<file path="src/include/mpe_defs.svh">
// constants for the port data path: clock, timing counts, dividers
// assumes a 250 MHz core clock
`ifndef MPE_DEFS_SVH
`define MPE_DEFS_SVH
`define MPE_CLK_MHZ 250
`define MPE_HB_DLY_MIN_NS 600
`define MPE_HB_DLY_MAX_NS 1600
`define MPE_HB_LEN_MIN_NS 500
`define MPE_HB_LEN_MAX_NS 1500
`define MPE_HB_DLY_NS 1000
`define MPE_HB_LEN_NS 1000
`define MPE_HB_DLY_CYC ((`MPE_HB_DLY_NS * `MPE_CLK_MHZ) / 1000)
`define MPE_HB_LEN_CYC ((`MPE_HB_LEN_NS * `MPE_CLK_MHZ) / 1000)
`define MPE_DIV_100M 10
`define MPE_DIV_200M 5
`define MPE_DIV_10M 100
`define MPE_DIV_RMII 5
`define MPE_CNT_W 10
`endif

</file>
<file path="src/include/mpe_pkg.sv">
// types for the port data path
// used by the port data path
package mpe_pkg;
    typedef enum logic [3:0] {
        MPE_MODE_INTERNAL = 4'h1,
        MPE_MODE_MAC = 4'h2,
        MPE_MODE_MII_PHY = 4'h4,
        MPE_MODE_RMII_PHY = 4'h8
    } mpe_mode_t;
    typedef enum logic [2:0] {
        MPE_HB_IDLE = 3'h1,
        MPE_HB_WAIT = 3'h2,
        MPE_HB_PULSE = 3'h4
    } mpe_hb_state_t;
endpackage

</file>
<file path="src/design/mpe_port.sv">
// port data path joining a switch fabric port to MII/RMII pins or an internal PHY
// assumes link clocks are asynchronous pins, sampled here; mode held stable while running
// Function
// heartbeat on collision pin only at 10M half duplex after external transmit
// heartbeat starts 0.6-1.6us after transmit enable drops, lasts 0.5-1.5us
// heartbeat disable bit suppresses the heartbeat
// external collision test signals collision for each external transmission
// switch collision test asserts internal collision per switch transmit, ignoring isolate
// external loopback returns external data to pins, hides it from switch
// in external loopback collision pin only driven with external collision test
// no heartbeat in external loopback; allowed during switch loopback
// external loopback carrier pin follows only external transmit enable
// switch loopback loops switch data internally, ignores external, ignores isolate
// switch loopback collision only with switch test; carrier from switch enable
// RMII uses only 2-bit data pairs with valids and the reference clock
// isolate in PHY modes floats data outputs and ignores data inputs
// RMII clock direction low takes pin clock, high drives internal 50MHz out
// RMII never makes heartbeat; disable bit has no effect
// RMII ignores external collision test; switch test and loopbacks remain
// RMII switch loopback asserts internal collision with switch test bit
// internal mode connects fabric MAC to the internal PHY directly
// MAC mode routes fabric to 4-bit pins and inputs from the pins
// MII PHY mode drives both clocks, carrier and collision pins
// turbo raises 100 to 200M; with turbo, speed bit picks 10 or 200
// port mode from stable input; tests only apply in PHY modes
`include "mpe_defs.svh"
module mpe_port (
    // clock and reset
    input wire logic clk,
    input wire logic rst,
    // configuration
    input wire logic [3:0] port_mode,
    input wire logic isolate_bit,
    input wire logic external_loopback_bit,
    input wire logic switch_loopback_bit,
    input wire logic external_collision_test_bit,
    input wire logic switch_collision_test_bit,
    input wire logic pulse_disable_bit,
    input wire logic turbo_enable,
    input wire logic speed_sel_lsb,
    input wire logic full_duplex,
    input wire logic rmii_clock_out,
    // switch fabric port
    input wire logic [3:0] sw_tx_data,
    input wire logic sw_tx_en,
    output logic [3:0] sw_rx_data,
    output logic sw_rx_dv,
    output logic sw_rx_er,
    output logic sw_col,
    output logic sw_crs,
    output logic sw_tx_strobe,
    input wire logic sw_rx_ready,
    // internal phy
    output logic [3:0] iphy_tx_data,
    output logic iphy_tx_en,
    input wire logic [3:0] iphy_rx_data,
    input wire logic iphy_rx_dv,
    input wire logic iphy_rx_er,
    input wire logic iphy_col,
    input wire logic iphy_crs,
    // external pins
    output logic [3:0] port1_tx_data_pins,
    output logic [3:0] port1_tx_data_oe,
    output logic port1_tx_valid_pin,
    output logic port1_tx_valid_oe,
    input wire logic [3:0] port1_rx_data_pins,
    input wire logic port1_rx_valid_pin,
    input wire logic port1_rx_error_pin,
    input wire logic port1_collision_in,
    output logic port1_collision_out,
    output logic port1_collision_oe,
    input wire logic port1_carrier_in,
    output logic port1_carrier_out,
    output logic port1_carrier_oe,
    input wire logic port1_tx_clock_in,
    output logic port1_tx_clock_out,
    output logic port1_tx_clock_oe,
    input wire logic port1_rx_clock_in,
    output logic port1_rx_clock_out,
    output logic port1_rx_clock_oe,
    // status
    output logic heartbeat_active
);
    // pin synchronisers
    logic [10:0] pin_s1_r;
    logic [10:0] pin_s2_r;
    logic [10:0] pin_d_r;
    always_ff @(posedge clk)
    begin
        if (rst)
        begin
            pin_s1_r <= 11'h000;
            pin_s2_r <= 11'h000;
            pin_d_r <= 11'h000;
        end
        else
        begin
            pin_s1_r <= {port1_rx_clock_in, port1_tx_clock_in, port1_carrier_in, port1_collision_in,
                         port1_rx_error_pin, port1_rx_valid_pin, port1_rx_data_pins, 1'b0};
            pin_s2_r <= pin_s1_r;
            pin_d_r <= pin_s2_r;
        end
    end
    wire [3:0] p_rxd = pin_s2_r[4:1];
    wire p_rxdv = pin_s2_r[5];
    wire p_rxer = pin_s2_r[6];
    wire p_col = pin_s2_r[7];
    wire p_crs = pin_s2_r[8];
    wire p_txclk_rise = pin_s2_r[9] && !pin_d_r[9];
    wire p_rxclk_rise = pin_s2_r[10] && !pin_d_r[10];
    wire p_rxdv_fall = !pin_s2_r[5] && pin_d_r[5];

    // mode decode
    wire m_int = (port_mode == mpe_pkg::MPE_MODE_INTERNAL);
    wire m_mac = (port_mode == mpe_pkg::MPE_MODE_MAC);
    wire m_mii = (port_mode == mpe_pkg::MPE_MODE_MII_PHY);
    wire m_rmii = (port_mode == mpe_pkg::MPE_MODE_RMII_PHY);
    wire m_phy = m_mii || m_rmii;
    wire ext_lb = m_phy && external_loopback_bit;
    wire sw_lb = m_phy && switch_loopback_bit && !ext_lb;
    wire iso = m_phy && isolate_bit;
    wire ext_ct = m_mii && external_collision_test_bit;
    wire sw_ct = m_phy && switch_collision_test_bit;
    wire rate10 = speed_sel_lsb == 1'b0;

    // local clock enable for PHY modes
    logic [7:0] div_r;
    logic [7:0] div_nxt;
    logic [7:0] div_max;
    logic phy_clk_r;
    logic sym_en;
    always_comb
    begin
        if (m_rmii)
            div_max = 8'(`MPE_DIV_RMII - 1);
        else if (rate10)
            div_max = 8'(`MPE_DIV_10M - 1);
        else if (turbo_enable)
            div_max = 8'(`MPE_DIV_200M - 1);
        else
            div_max = 8'(`MPE_DIV_100M - 1);
        div_nxt = (div_r >= div_max) ? 8'h00 : div_r + 8'h01;
    end
    always_ff @(posedge clk)
    begin
        if (rst)
        begin
            div_r <= 8'h00;
            phy_clk_r <= 1'b0;
        end
        else
        begin
            div_r <= div_nxt;
            // high for the first half of each period
            phy_clk_r <= (div_nxt <= (div_max >> 1));
        end
    end
    wire rmii_pin_clk = m_rmii && !rmii_clock_out;
    // symbol strobe: local clock, or RMII reference from the pin
    assign sym_en = rmii_pin_clk ? p_txclk_rise : (div_r >= div_max);
    wire mac_rx_en = p_rxclk_rise;

    // receive of external transmit in PHY modes (RMII uses two bits)
    wire [3:0] ext_rxd = m_rmii ? {2'h0, p_rxd[1:0]} : p_rxd;
    wire ext_txen = !iso && p_rxdv;

    // heartbeat timer
    mpe_pkg::mpe_hb_state_t hb_r;
    mpe_pkg::mpe_hb_state_t hb_nxt;
    logic [`MPE_CNT_W-1:0] hb_cnt_r;
    logic [`MPE_CNT_W-1:0] hb_cnt_nxt;
    wire hb_allow = m_mii && rate10 && !full_duplex && !pulse_disable_bit && !iso;
    always_comb
    begin
        hb_nxt = hb_r;
        hb_cnt_nxt = hb_cnt_r;
        case (hb_r)
            mpe_pkg::MPE_HB_IDLE:
            begin
                if (hb_allow && p_rxdv_fall)
                begin
                    hb_nxt = mpe_pkg::MPE_HB_WAIT;
                    hb_cnt_nxt = `MPE_CNT_W'(`MPE_HB_DLY_CYC - 1);
                end
            end
            mpe_pkg::MPE_HB_WAIT:
            begin
                if (!hb_allow)
                    hb_nxt = mpe_pkg::MPE_HB_IDLE;
                else if (hb_cnt_r == '0)
                begin
                    hb_nxt = mpe_pkg::MPE_HB_PULSE;
                    hb_cnt_nxt = `MPE_CNT_W'(`MPE_HB_LEN_CYC - 1);
                end
                else
                    hb_cnt_nxt = hb_cnt_r - `MPE_CNT_W'(1);
            end
            mpe_pkg::MPE_HB_PULSE:
            begin
                if (!hb_allow || hb_cnt_r == '0)
                    hb_nxt = mpe_pkg::MPE_HB_IDLE;
                else
                    hb_cnt_nxt = hb_cnt_r - `MPE_CNT_W'(1);
            end
            default:
                hb_nxt = mpe_pkg::MPE_HB_IDLE;
        endcase
    end
    always_ff @(posedge clk)
    begin
        if (rst)
        begin
            hb_r <= mpe_pkg::MPE_HB_IDLE;
            hb_cnt_r <= '0;
        end
        else
        begin
            hb_r <= hb_nxt;
            hb_cnt_r <= hb_cnt_nxt;
        end
    end
    wire hb_pulse = (hb_r == mpe_pkg::MPE_HB_PULSE);
    assign heartbeat_active = hb_pulse && !ext_lb;

    // transmit toward pins: registered on symbol strobe, every clock in MAC mode
    logic [3:0] ptx_d_r;
    logic ptx_v_r;
    logic [3:0] ptx_d_nxt;
    logic ptx_v_nxt;
    wire sw_to_pins = m_phy && !ext_lb && !sw_lb && !iso;
    always_comb
    begin
        ptx_d_nxt = ptx_d_r;
        ptx_v_nxt = ptx_v_r;
        if (m_mac)
        begin
            ptx_d_nxt = sw_tx_data;
            ptx_v_nxt = sw_tx_en;
        end
        else if (ext_lb && sym_en)
        begin
            ptx_d_nxt = ext_rxd;
            ptx_v_nxt = ext_txen;
        end
        else if (sym_en)
        begin
            ptx_d_nxt = sw_to_pins ? sw_tx_data : 4'h0;
            ptx_v_nxt = sw_to_pins && sw_tx_en;
        end
        if (m_rmii)
            ptx_d_nxt[3:2] = 2'h0;
    end
    always_ff @(posedge clk)
    begin
        if (rst)
        begin
            ptx_d_r <= 4'h0;
            ptx_v_r <= 1'b0;
        end
        else
        begin
            ptx_d_r <= ptx_d_nxt;
            ptx_v_r <= ptx_v_nxt;
        end
    end

    // pin collision and carrier in PHY mode
    logic pcol_r;
    logic pcrs_r;
    wire sw_tx_phys = sw_to_pins && sw_tx_en;
    wire pcol_nxt = ext_lb ? (ext_ct && ext_txen)
                  : (ext_ct && ext_txen) || heartbeat_active || (!sw_lb && sw_tx_phys && ext_txen && !full_duplex);
    wire pcrs_nxt = ext_lb ? ext_txen : (ext_txen || sw_tx_phys);
    always_ff @(posedge clk)
    begin
        if (rst)
        begin
            pcol_r <= 1'b0;
            pcrs_r <= 1'b0;
        end
        else
        begin
            pcol_r <= pcol_nxt;
            pcrs_r <= pcrs_nxt;
        end
    end

    // pin drivers
    wire drive_data = m_mac || (m_phy && !iso);
    assign port1_tx_data_pins = ptx_d_r;
    assign port1_tx_data_oe = drive_data ? (m_rmii ? 4'h3 : 4'hF) : 4'h0;
    assign port1_tx_valid_pin = ptx_v_r;
    assign port1_tx_valid_oe = drive_data;
    assign port1_collision_out = pcol_r;
    assign port1_collision_oe = m_mii && !iso;
    assign port1_carrier_out = pcrs_r;
    assign port1_carrier_oe = m_mii && !iso;
    assign port1_tx_clock_out = phy_clk_r;
    assign port1_tx_clock_oe = (m_mii && !iso) || (m_rmii && rmii_clock_out && !iso);
    assign port1_rx_clock_out = phy_clk_r;
    assign port1_rx_clock_oe = m_mii && !iso;

    // receive toward the switch, through the two-entry buffer
    logic [4:0] rx_in;
    logic rx_in_v;
    logic rx_rdy;
    logic [4:0] rx_out;
    logic rx_out_v;
    always_comb
    begin
        rx_in = 5'h00;
        rx_in_v = 1'b0;
        if (m_mac && mac_rx_en && p_rxdv)
        begin
            rx_in = {p_rxer, p_rxd};
            rx_in_v = 1'b1;
        end
        else if (sw_lb && sym_en && sw_tx_en)
        begin
            rx_in = {1'b0, sw_tx_data};
            rx_in_v = 1'b1;
        end
        else if (m_phy && !ext_lb && !sw_lb && sym_en && ext_txen)
        begin
            rx_in = {1'b0, ext_rxd};
            rx_in_v = 1'b1;
        end
    end
    mpe_buf2 u_buf (
        .clk(clk),
        .rst(rst),
        .in_valid(rx_in_v),
        .in_ready(rx_rdy),
        .in_data(rx_in),
        .out_valid(rx_out_v),
        .out_ready(sw_rx_ready),
        .out_data(rx_out)
    );

    // switch-side collision and carrier
    wire scol_phy = sw_lb ? (sw_ct && sw_tx_en)
                  : (sw_ct && sw_tx_en) || (!ext_lb && sw_tx_en && ext_txen && !full_duplex);
    wire scrs_phy = sw_lb ? sw_tx_en : (ext_lb ? 1'b0 : (ext_txen || sw_tx_en));
    logic scol_r;
    logic scrs_r;
    always_ff @(posedge clk)
    begin
        if (rst)
        begin
            scol_r <= 1'b0;
            scrs_r <= 1'b0;
        end
        else
        begin
            scol_r <= m_mac ? p_col : scol_phy;
            scrs_r <= m_mac ? p_crs : scrs_phy;
        end
    end
    assign iphy_tx_data = m_int ? sw_tx_data : 4'h0;
    assign iphy_tx_en = m_int && sw_tx_en;
    assign sw_rx_data = m_int ? iphy_rx_data : rx_out[3:0];
    assign sw_rx_dv = m_int ? iphy_rx_dv : rx_out_v;
    assign sw_rx_er = m_int ? iphy_rx_er : (rx_out_v && rx_out[4]);
    assign sw_col = m_int ? iphy_col : scol_r;
    assign sw_crs = m_int ? iphy_crs : scrs_r;
    // strobe: fabric may present next nibble; stalls while buffer full
    assign sw_tx_strobe = m_int ? 1'b1 : ((m_mac ? mac_rx_en : sym_en) && rx_rdy);
endmodule

</file>
<file path="src/design/mpe_buf2.sv">
// two-entry valid/ready buffer for received nibbles
// assumes both sides on clk
module mpe_buf2 (
    // clock and reset
    input wire logic clk,
    input wire logic rst,
    // fill side
    input wire logic in_valid,
    output logic in_ready,
    input wire logic [4:0] in_data,
    // drain side
    output logic out_valid,
    input wire logic out_ready,
    output logic [4:0] out_data
);
    logic [4:0] mem_r [0:1];
    logic wr_ptr_r;
    logic rd_ptr_r;
    logic [1:0] cnt_r;
    wire push = in_valid && in_ready;
    wire pop = out_valid && out_ready;
    assign in_ready = (cnt_r != 2'h2);
    assign out_valid = (cnt_r != 2'h0);
    assign out_data = mem_r[rd_ptr_r];
    always_ff @(posedge clk)
    begin
        if (rst)
        begin
            wr_ptr_r <= 1'b0;
            rd_ptr_r <= 1'b0;
            cnt_r <= 2'h0;
            mem_r[0] <= 5'h00;
            mem_r[1] <= 5'h00;
        end
        else
        begin
            if (push)
            begin
                mem_r[wr_ptr_r] <= in_data;
                wr_ptr_r <= ~wr_ptr_r;
            end
            if (pop)
                rd_ptr_r <= ~rd_ptr_r;
            cnt_r <= cnt_r + {1'b0, push} - {1'b0, pop};
        end
    end
endmodule

</file>
<file path="config.mk">
export PLATFORM = sky130hd
export DESIGN_NAME = mpe_port
export DESIGN_NICKNAME = d
export VERILOG_FILES = /design/src/include/mpe_pkg.sv /design/src/design/mpe_port.sv /design/src/design/mpe_buf2.sv
export VERILOG_INCLUDE_DIRS = /design/src /design/src/include
export SDC_FILE = /design/constraint.sdc
export NUM_CORES = 1
export LEC_CHECK = 0
export ABC_AREA = 1
export BUFFER_PORTS_ARGS = -buffer_cell sky130_fd_sc_hd__buf_2
export CAP_MARGIN = 10
export CORE_MARGIN = 5
export CORE_UTILIZATION = 42
export CTS_CLUSTER_DIAMETER = 40
export DETAILED_ROUTE_END_ITERATION = 10
export PLACE_DENSITY = 0.69
export SYNTH_ARGS = -nofsm -noshare
export SYNTH_HDL_FRONTEND = slang
export SYNTH_SLANG_ARGS = --single-unit
</file>
<file path="constraint.sdc">
create_clock -name clk -period 3.3 [get_ports clk]
set_input_delay 0.165 -clock clk [delete_from_list [all_inputs] [get_ports clk]]
set_output_delay 0.165 -clock clk [all_outputs]
set_load 0.005 [all_outputs]
</file>
* Yosys cells after proc, flatten, opt, wreduce, memory -nomap -nowiden
Memories as Yosys holds them, arrays and structs flattened. A register that Yosys moved wholly into a read port is not among the register bits.
Index checks and enable logic that the tools add are counted.
** Storage, ports and cells
- Register bits :: 68
- RAM bits :: 10
- Bits of input ports :: 40
- Output and inout bits :: 33
- Word-level logic and storage cells :: 169
- Memories kept :: 1
** Cells by class
- Add/subtract/negate cells :: 4
- $lt $le $gt $ge :: 2
- Equality and inequality tests :: 13
- Muxes and demuxes :: 56
- Bitwise logic cells :: 3
- Reduce and logical (&&, ||, !) cells :: 72
** Memories
- u_buf.mem_r :: words 2, bits a word 5, read ports 1, clocked after Yosys merged registers in 1, wr ports 2, line mpe_buf2.sv:16 : logic [4:0] mem_r [0:1];
** Operator list (count)
- 2-to-1 mux 4 bit :: 12
- logical AND 1 bit :: 45
- 2-to-1 mux 10 bit :: 4
- one-hot mux 10 bit (3 select lines) :: 1
- 2-to-1 mux 1 bit :: 29
- 2-to-1 mux 7 bit :: 2
- 2-to-1 mux 3 bit :: 4
- logical NOT 1 bit :: 10
- logical NOT 10 bit :: 1
- 2-to-1 mux 5 bit :: 2
- subtractor 10 x 1 -> 10 bit (second input constant) :: 1
- logical OR 1 bit :: 9
- one-hot mux 3 bit (3 select lines) :: 1
- adder 8 x 1 -> 8 bit (second input constant) :: 1
- >= comparator 8 bit :: 1
- <= comparator 8 x 7 -> 1 bit :: 1
- 2-to-1 mux 8 bit :: 1
- inequality test 2 bit (second input constant) :: 4
- nonzero test 3 bit :: 2
- OR reduction 5 bit :: 1
- equality test 4 x 1 -> 1 bit (second input constant) :: 1
- equality test 4 x 2 -> 1 bit (second input constant) :: 1
- equality test 4 x 3 -> 1 bit (second input constant) :: 1
- equality test 4 bit (second input constant) :: 1
- 12 further kinds :: 14

* Longest topological paths before layout
- Depth in word-level cells :: 18
- Gate-level depth with buffers :: 21
- Mapped depth without buffers :: 21

* Hierarchy
Synthesis repeated with hierarchy kept, for this count alone.
** Unflattened totals
- Cells, all modules :: 561
- Area, all modules :: 3936.3 µm²
** Modules (own cells, without submodules)
- mpe_port :: instances 1, cells each 491, area each 3243.1 µm², seq. area each 1081.0 µm²
- mpe_buf2 :: instances 1, cells each 70, area each 693.2 µm², seq. area each 400.4 µm²

* Least setup slack after synthesis
Ideal clock, no wire load.
- Kind :: input -> register
- Start point :: in port_mode[2]
- End point :: mem u_buf.mem_r[0][0] (enable)
- Library setup time :: 0.374 ns
- Arrival :: 2.050 ns
- Required time :: 2.926 ns
- Setup slack :: 0.876 ns
- Stages on the path :: 14
- Buffers on the path :: 0
- Cell sequence :: inv_2 nand3_2 inv_2 nor2_1 inv_1 ha_1 nand2_1 nor2_1 nand2_1 nand4_1 nand3_1 nand3_2 nand2_2 o21ai_0
** RTL lines
- start, declared :: line mpe_port.sv:32 : input wire logic [3:0] port_mode,
- end, declared :: line mpe_buf2.sv:16

* Worst setup path in the final report
- Start point :: in port_mode[1]
- End point :: out sw_tx_strobe
** On the way
- Cells in the longest elaborated chain, start to end :: 7
- Elaborated cells on any way between the ends :: 10
- Those cells by class :: order compare (1); eq/ne (3); mux (4); reduce/logical (2)
** RTL lines
- equality test 4 bit :: line mpe_port.sv:117 : wire m_rmii = (port_mode == mpe_pkg::MPE_MODE_RMII_PHY);
- 2-to-1 mux 7 bit :: line mpe_port.sv:134 : if (m_rmii)
- >= comparator 8 bit :: line mpe_port.sv:160 : assign sym_en = rmii_pin_clk ? p_txclk_rise : (div_r >= div_max);
- 2-to-1 mux 1 bit :: line mpe_port.sv:160
- 2-to-1 mux 1 bit :: line mpe_port.sv:367 : assign sw_tx_strobe = m_int ? 1'b1 : ((m_mac ? mac_rx_en : sym_en) && rx_rdy);
- logical AND 1 bit :: line mpe_port.sv:367
- 2-to-1 mux 1 bit * :: line mpe_port.sv:367
- end, declared :: line mpe_port.sv:51 : output logic sw_tx_strobe,
Every way passes the cells marked *; elsewhere a longest branch is shown, timed or not.

==> reports/summary.log <==
INFO  detailed_routing number_of_iterations_in_the_first_detailed_routing_pass=4
INFO  logic_synthesis share_of_synthesized_area_occupied_by_flip_flops_and_latches=39.77%
INFO  sta            maxSlewHeadroom=63.15%
INFO  critical_path  timing.critical_path.to_type=output pin
INFO  sta            unrepaired_setup_endpoints_after_global_routing=false
INFO  clocking       cts_inserted_buffers=9
INFO  logic_synthesis post_synthesis_share_of_cell_area_spent_on_full_adders_half_adders_and_majority_gates=4.703%
INFO  placement      hpwl=7.286mm
INFO  clocking       ctsLongestPathBuffers=2
INFO  logic_synthesis number_of_synthesized_register_bits=69
INFO  min_path       hold_class=in -> reg
INFO  logic_synthesis syn_area=0.003725mm²
INFO  sta            report.final.slew_viol_count=0
INFO  clocking       cts_resized=0
INFO  cells_and_area post_route_cells_drive_above_1_share=21.07%
INFO  logic_synthesis synthTopCellsByArea=sky130_fd_sc_hd__dfxtp_1 (32%), sky130_fd_sc_hd__nor2_1 (9.8%), sky130_fd_sc_hd__edfxtp_1 (8.1%)
INFO  cells_and_area final_cell_count_no_fill=706
INFO  clocking       cts-root-buf=sky130_fd_sc_hd__clkbuf_8
INFO  critical_path  worst-path-max-fanout=7
INFO  clocking       cts.sinks=69
INFO  critical_path  cp_data_required_time=3130ps
INFO  logic_synthesis ys.warnings.count=0
INFO  clocking       htree_levels=3
INFO  placement      setup_slack_at_placement=358.0ps
INFO  placement      port-buffer-count=72
INFO  logic_synthesis post_synth_most_frequent_cells=sky130_fd_sc_hd__nor2_1 (97), sky130_fd_sc_hd__inv_1 (78), sky130_fd_sc_hd__nand2_1 (75)
INFO  die            floorplan.die_area=0.01085mm²
INFO  die            die-width=104.2µm
INFO  sta            period_share=79.69%
INFO  logic_synthesis dominant_synthesized_flop_cell=sky130_fd_sc_hd__dfxtp_1
INFO  grt            pin_count_of_the_biggest_net_entering_global_routing=47
INFO  sta            fin_crit=2630ps
INFO  grt            grt_antenna_before_repair=0
INFO  clocking       tritoncts=built
INFO  run            max_cap_viol_count=0
INFO  clocking       cts.clk_slew.worst_paths=60ps
INFO  grt            grt-ovfl-total=0
INFO  sta            final.setup.tns=0ps
INFO  placement      gp_routability_congestion=0.9026
INFO  logic_synthesis synth_top_family_by_area=simple AND/OR/NAND/NOR gates
INFO  detailed_routing remaining_design_rule_violation_count=0
INFO  sta            layout_setup_ws=670.2ps
INFO  die            start_util=42.92%
INFO  cells_and_area layout-area-overhead-vs-synth=16.36%
INFO  grt            first_global_vias=3443
INFO  sta            fin_skew=6.579ps
INFO  logic_synthesis synth.largest_area_cell=sky130_fd_sc_hd__dfxtp_1
INFO  power          vdd.ir_drop.worst=0.2044mV
INFO  sta            max_slew.worst_pin.slew=551.3ps
INFO  die            core.rowCount=34
INFO  logic_synthesis synth_compound_gate_area_share=11.45%
INFO  logic_synthesis post_synth_xor_area_fraction=1.881%
INFO  grt            grt_first_pass_wirelength=15.79mm
INFO  critical_path  timing_worst_setup_path_type=in -> out
INFO  placement      post_dp_cell_area=0.004175mm²
INFO  cells_and_area diodes=0
INFO  critical_path  start_kind=primary input
INFO  detailed_routing viasPerCell=4.877
INFO  logic_synthesis synth_enable_flop_cells=10
INFO  power          powerDensity=557.3mW/mm²
INFO  logic_synthesis yosysMostFrequentCell=sky130_fd_sc_hd__nor2_1
INFO  logic_synthesis synth_async_sr_flop_share=0%
INFO  detailed_routing drt_wl_total=9.094mm
INFO  cells_and_area final_cell_area=0.004334mm²
INFO  die            die_h=104.2µm
INFO  sta            setup_viol=0
INFO  logic_synthesis syn-instance-count=521
INFO  die            placeableCoreArea=0.008678mm²
INFO  sta            hold_violations=0
INFO  cells_and_area finish.net_count=648
INFO  detailed_routing wl_per_cell=12.88µm
INFO  critical_path  cp_data_arrival_time=2460ps
INFO  logic_synthesis synthSimpleGateAreaFrac=31.00%
INFO  clocking       clock_insertion_delay_worst_skew=340ps
INFO  clocking       postCtsSetupBuffers=0
INFO  logic_synthesis synth_top_area_share=31.71%
INFO  logic_synthesis mean_post_synth_cell_area=7.149µm²
INFO  cells_and_area fillers=892
INFO  sta            fmax=380.3MHz
INFO  logic_synthesis post_synthesis_mux_area_share=0.6046%
INFO  run_status     run_status=complete, no violations
INFO  clocking       cts_hold_buffers=0
INFO  placement      post-place-cells=691
INFO  die            number_of_ports_placed_on_the_die_boundary=73
INFO  logic_synthesis synth.lib_cells_used.distinct=38
INFO  detailed_routing routed-via-count=3443
INFO  logic_synthesis synth.net_count=575
INFO  power          p_leak=2.093nW
INFO  detailed_routing antenna_violating_nets_post_route=0
INFO  grt            grt_use_total=17.62%
INFO  detailed_routing drc_violation_total_after_the_first_tritonroute_iteration=163
==> path summary, 6_finish.rpt <==
path,startpoint,end,slack [ps],depth (start not counted)
max reg2reg,div_r[6],port1_rx_clock_out,870,13
min reg2reg,pin_s1_r[8],pin_s2_r[8],400,2
min,port1_tx_clock_in,pin_s1_r[9],30,3
max,port_mode[1],sw_tx_strobe,670,16
==> where the power goes <==
part,switching (W),leakage (nW),internal [W],total [W]
registers,0.0000636,0.587,0.000940,0.00100
clock network,0.000293,0.0833,0.000288,0.000580
logic,0.000524,1.42,0.000307,0.000831
total,0.000881,2.09,0.00153,0.00242
==> worst max-delay path, stage by stage <==
cell	delay, ps
sky130_fd_sc_hd__buf_2	130
sky130_fd_sc_hd__nor2_4	130
sky130_fd_sc_hd__nand3_2	150
sky130_fd_sc_hd__inv_2	150
sky130_fd_sc_hd__nor2_1	70
sky130_fd_sc_hd__inv_1	160
sky130_fd_sc_hd__ha_1	280
sky130_fd_sc_hd__nand2_1	70
sky130_fd_sc_hd__nand2_1	50
sky130_fd_sc_hd__a21oi_1	170
sky130_fd_sc_hd__nand4_1	250
sky130_fd_sc_hd__nand2_2	240
sky130_fd_sc_hd__inv_2	80
sky130_fd_sc_hd__nor2_1	80
sky130_fd_sc_hd__o21ai_0	100
sky130_fd_sc_hd__buf_2	180
==> per-stage QoR <==
step / util [%] / hold WS (ps) / power, W
2_1_floorplan: - / 272.0 / 0.001641
4_1_cts: 49.94 / 14.59 / 0.002435
3_3_place_gp: 48.11 / 372.8 / 0.001828
3_5_place_dp: 48.11 / 373.6 / 0.001849
6_report: 49.94 / 29.93 / 0.002415
5_1_grt: 49.94 / 23.65 / 0.002622
==> cell usage in the layout, fill, tap and decap left out, drive strengths merged <==
master / synthesis / final
inv: 85 / 85
dfxtp: 59 / 59
a21o: 1 / 1
xor2: 2 / 2
o211ai: 3 / 3
xnor2: 6 / 6
nand3b: 1 / 1
o22ai: 2 / 2
o21bai: 2 / 2
a31oi: 6 / 6
o21ai: 30 / 30
a22oi: 1 / 1
a21oi: 31 / 31
nand4: 7 / 7
ha: 14 / 14
clkbuf: 8 / 13
or2: 2 / 2
nand3: 35 / 35
nor3: 12 / 12
buf: 6 / 76
nor2: 109 / 109
nor4: 3 / 3
o2111a: 1 / 1
o31ai: 1 / 1
mux2: 2 / 2
nand2: 82 / 82
clkinv: 0 / 2
edfxtp: 10 / 10
==> registers in the layout, indices dropped and copies added, names as in the netlist, 2 cells and up, named ones only <==
| name | count |
|---|---|
| port1_tx_data_pins | 4 |
| u_buf.mem_r | 10 |
| hb_r | 3 |
| pin_s1_r | 10 |
| pin_s2_r | 10 |
| div_r | 8 |
| u_buf.cnt_r | 2 |
| pin_d_r | 3 |
| hb_cnt_r | 10 |
==> routing by layer <==
layer	global-route usage, %	vias up	part of all wire, %
met3	4.035	14	5.5
met5	0	-	0
met4	6.105	0	1.8
li1	-	1819	-
met1	22.42	1515	46
met2	29.28	95	47
==> area by class of cell <==
class | count | area [µm²] | share of cell area (%)
clock buffers | 13 | 148.9 | 3.435
clock inverters | 2 | 10.01 | 0.2309
inverters | 85 | 319.1 | 7.361
multi-input cells | 353 | 1849 | 42.67
flip-flops and latches | 69 | 1481 | 34.18
well taps | 108 | 135.1 | 3.118
repair buffers | 76 | 390.4 | 9.007
==> cells by family (layout without fill, tap and decap cells) <==
| logic type | count (synthesis) | after routing |
|---|---|---|
| adders and majority gates | 14 | 14 |
| DFF | 69 | 69 |
| and+or+nand+nor | 251 | 251 |
| buffers and inverters | 99 | 176 |
| muxes | 2 | 2 |
| xor gates and xnor gates | 8 | 8 |
| AOI/OAI and AO/OA | 78 | 78 |
Note: power is estimated with default switching activity, not from simulation.
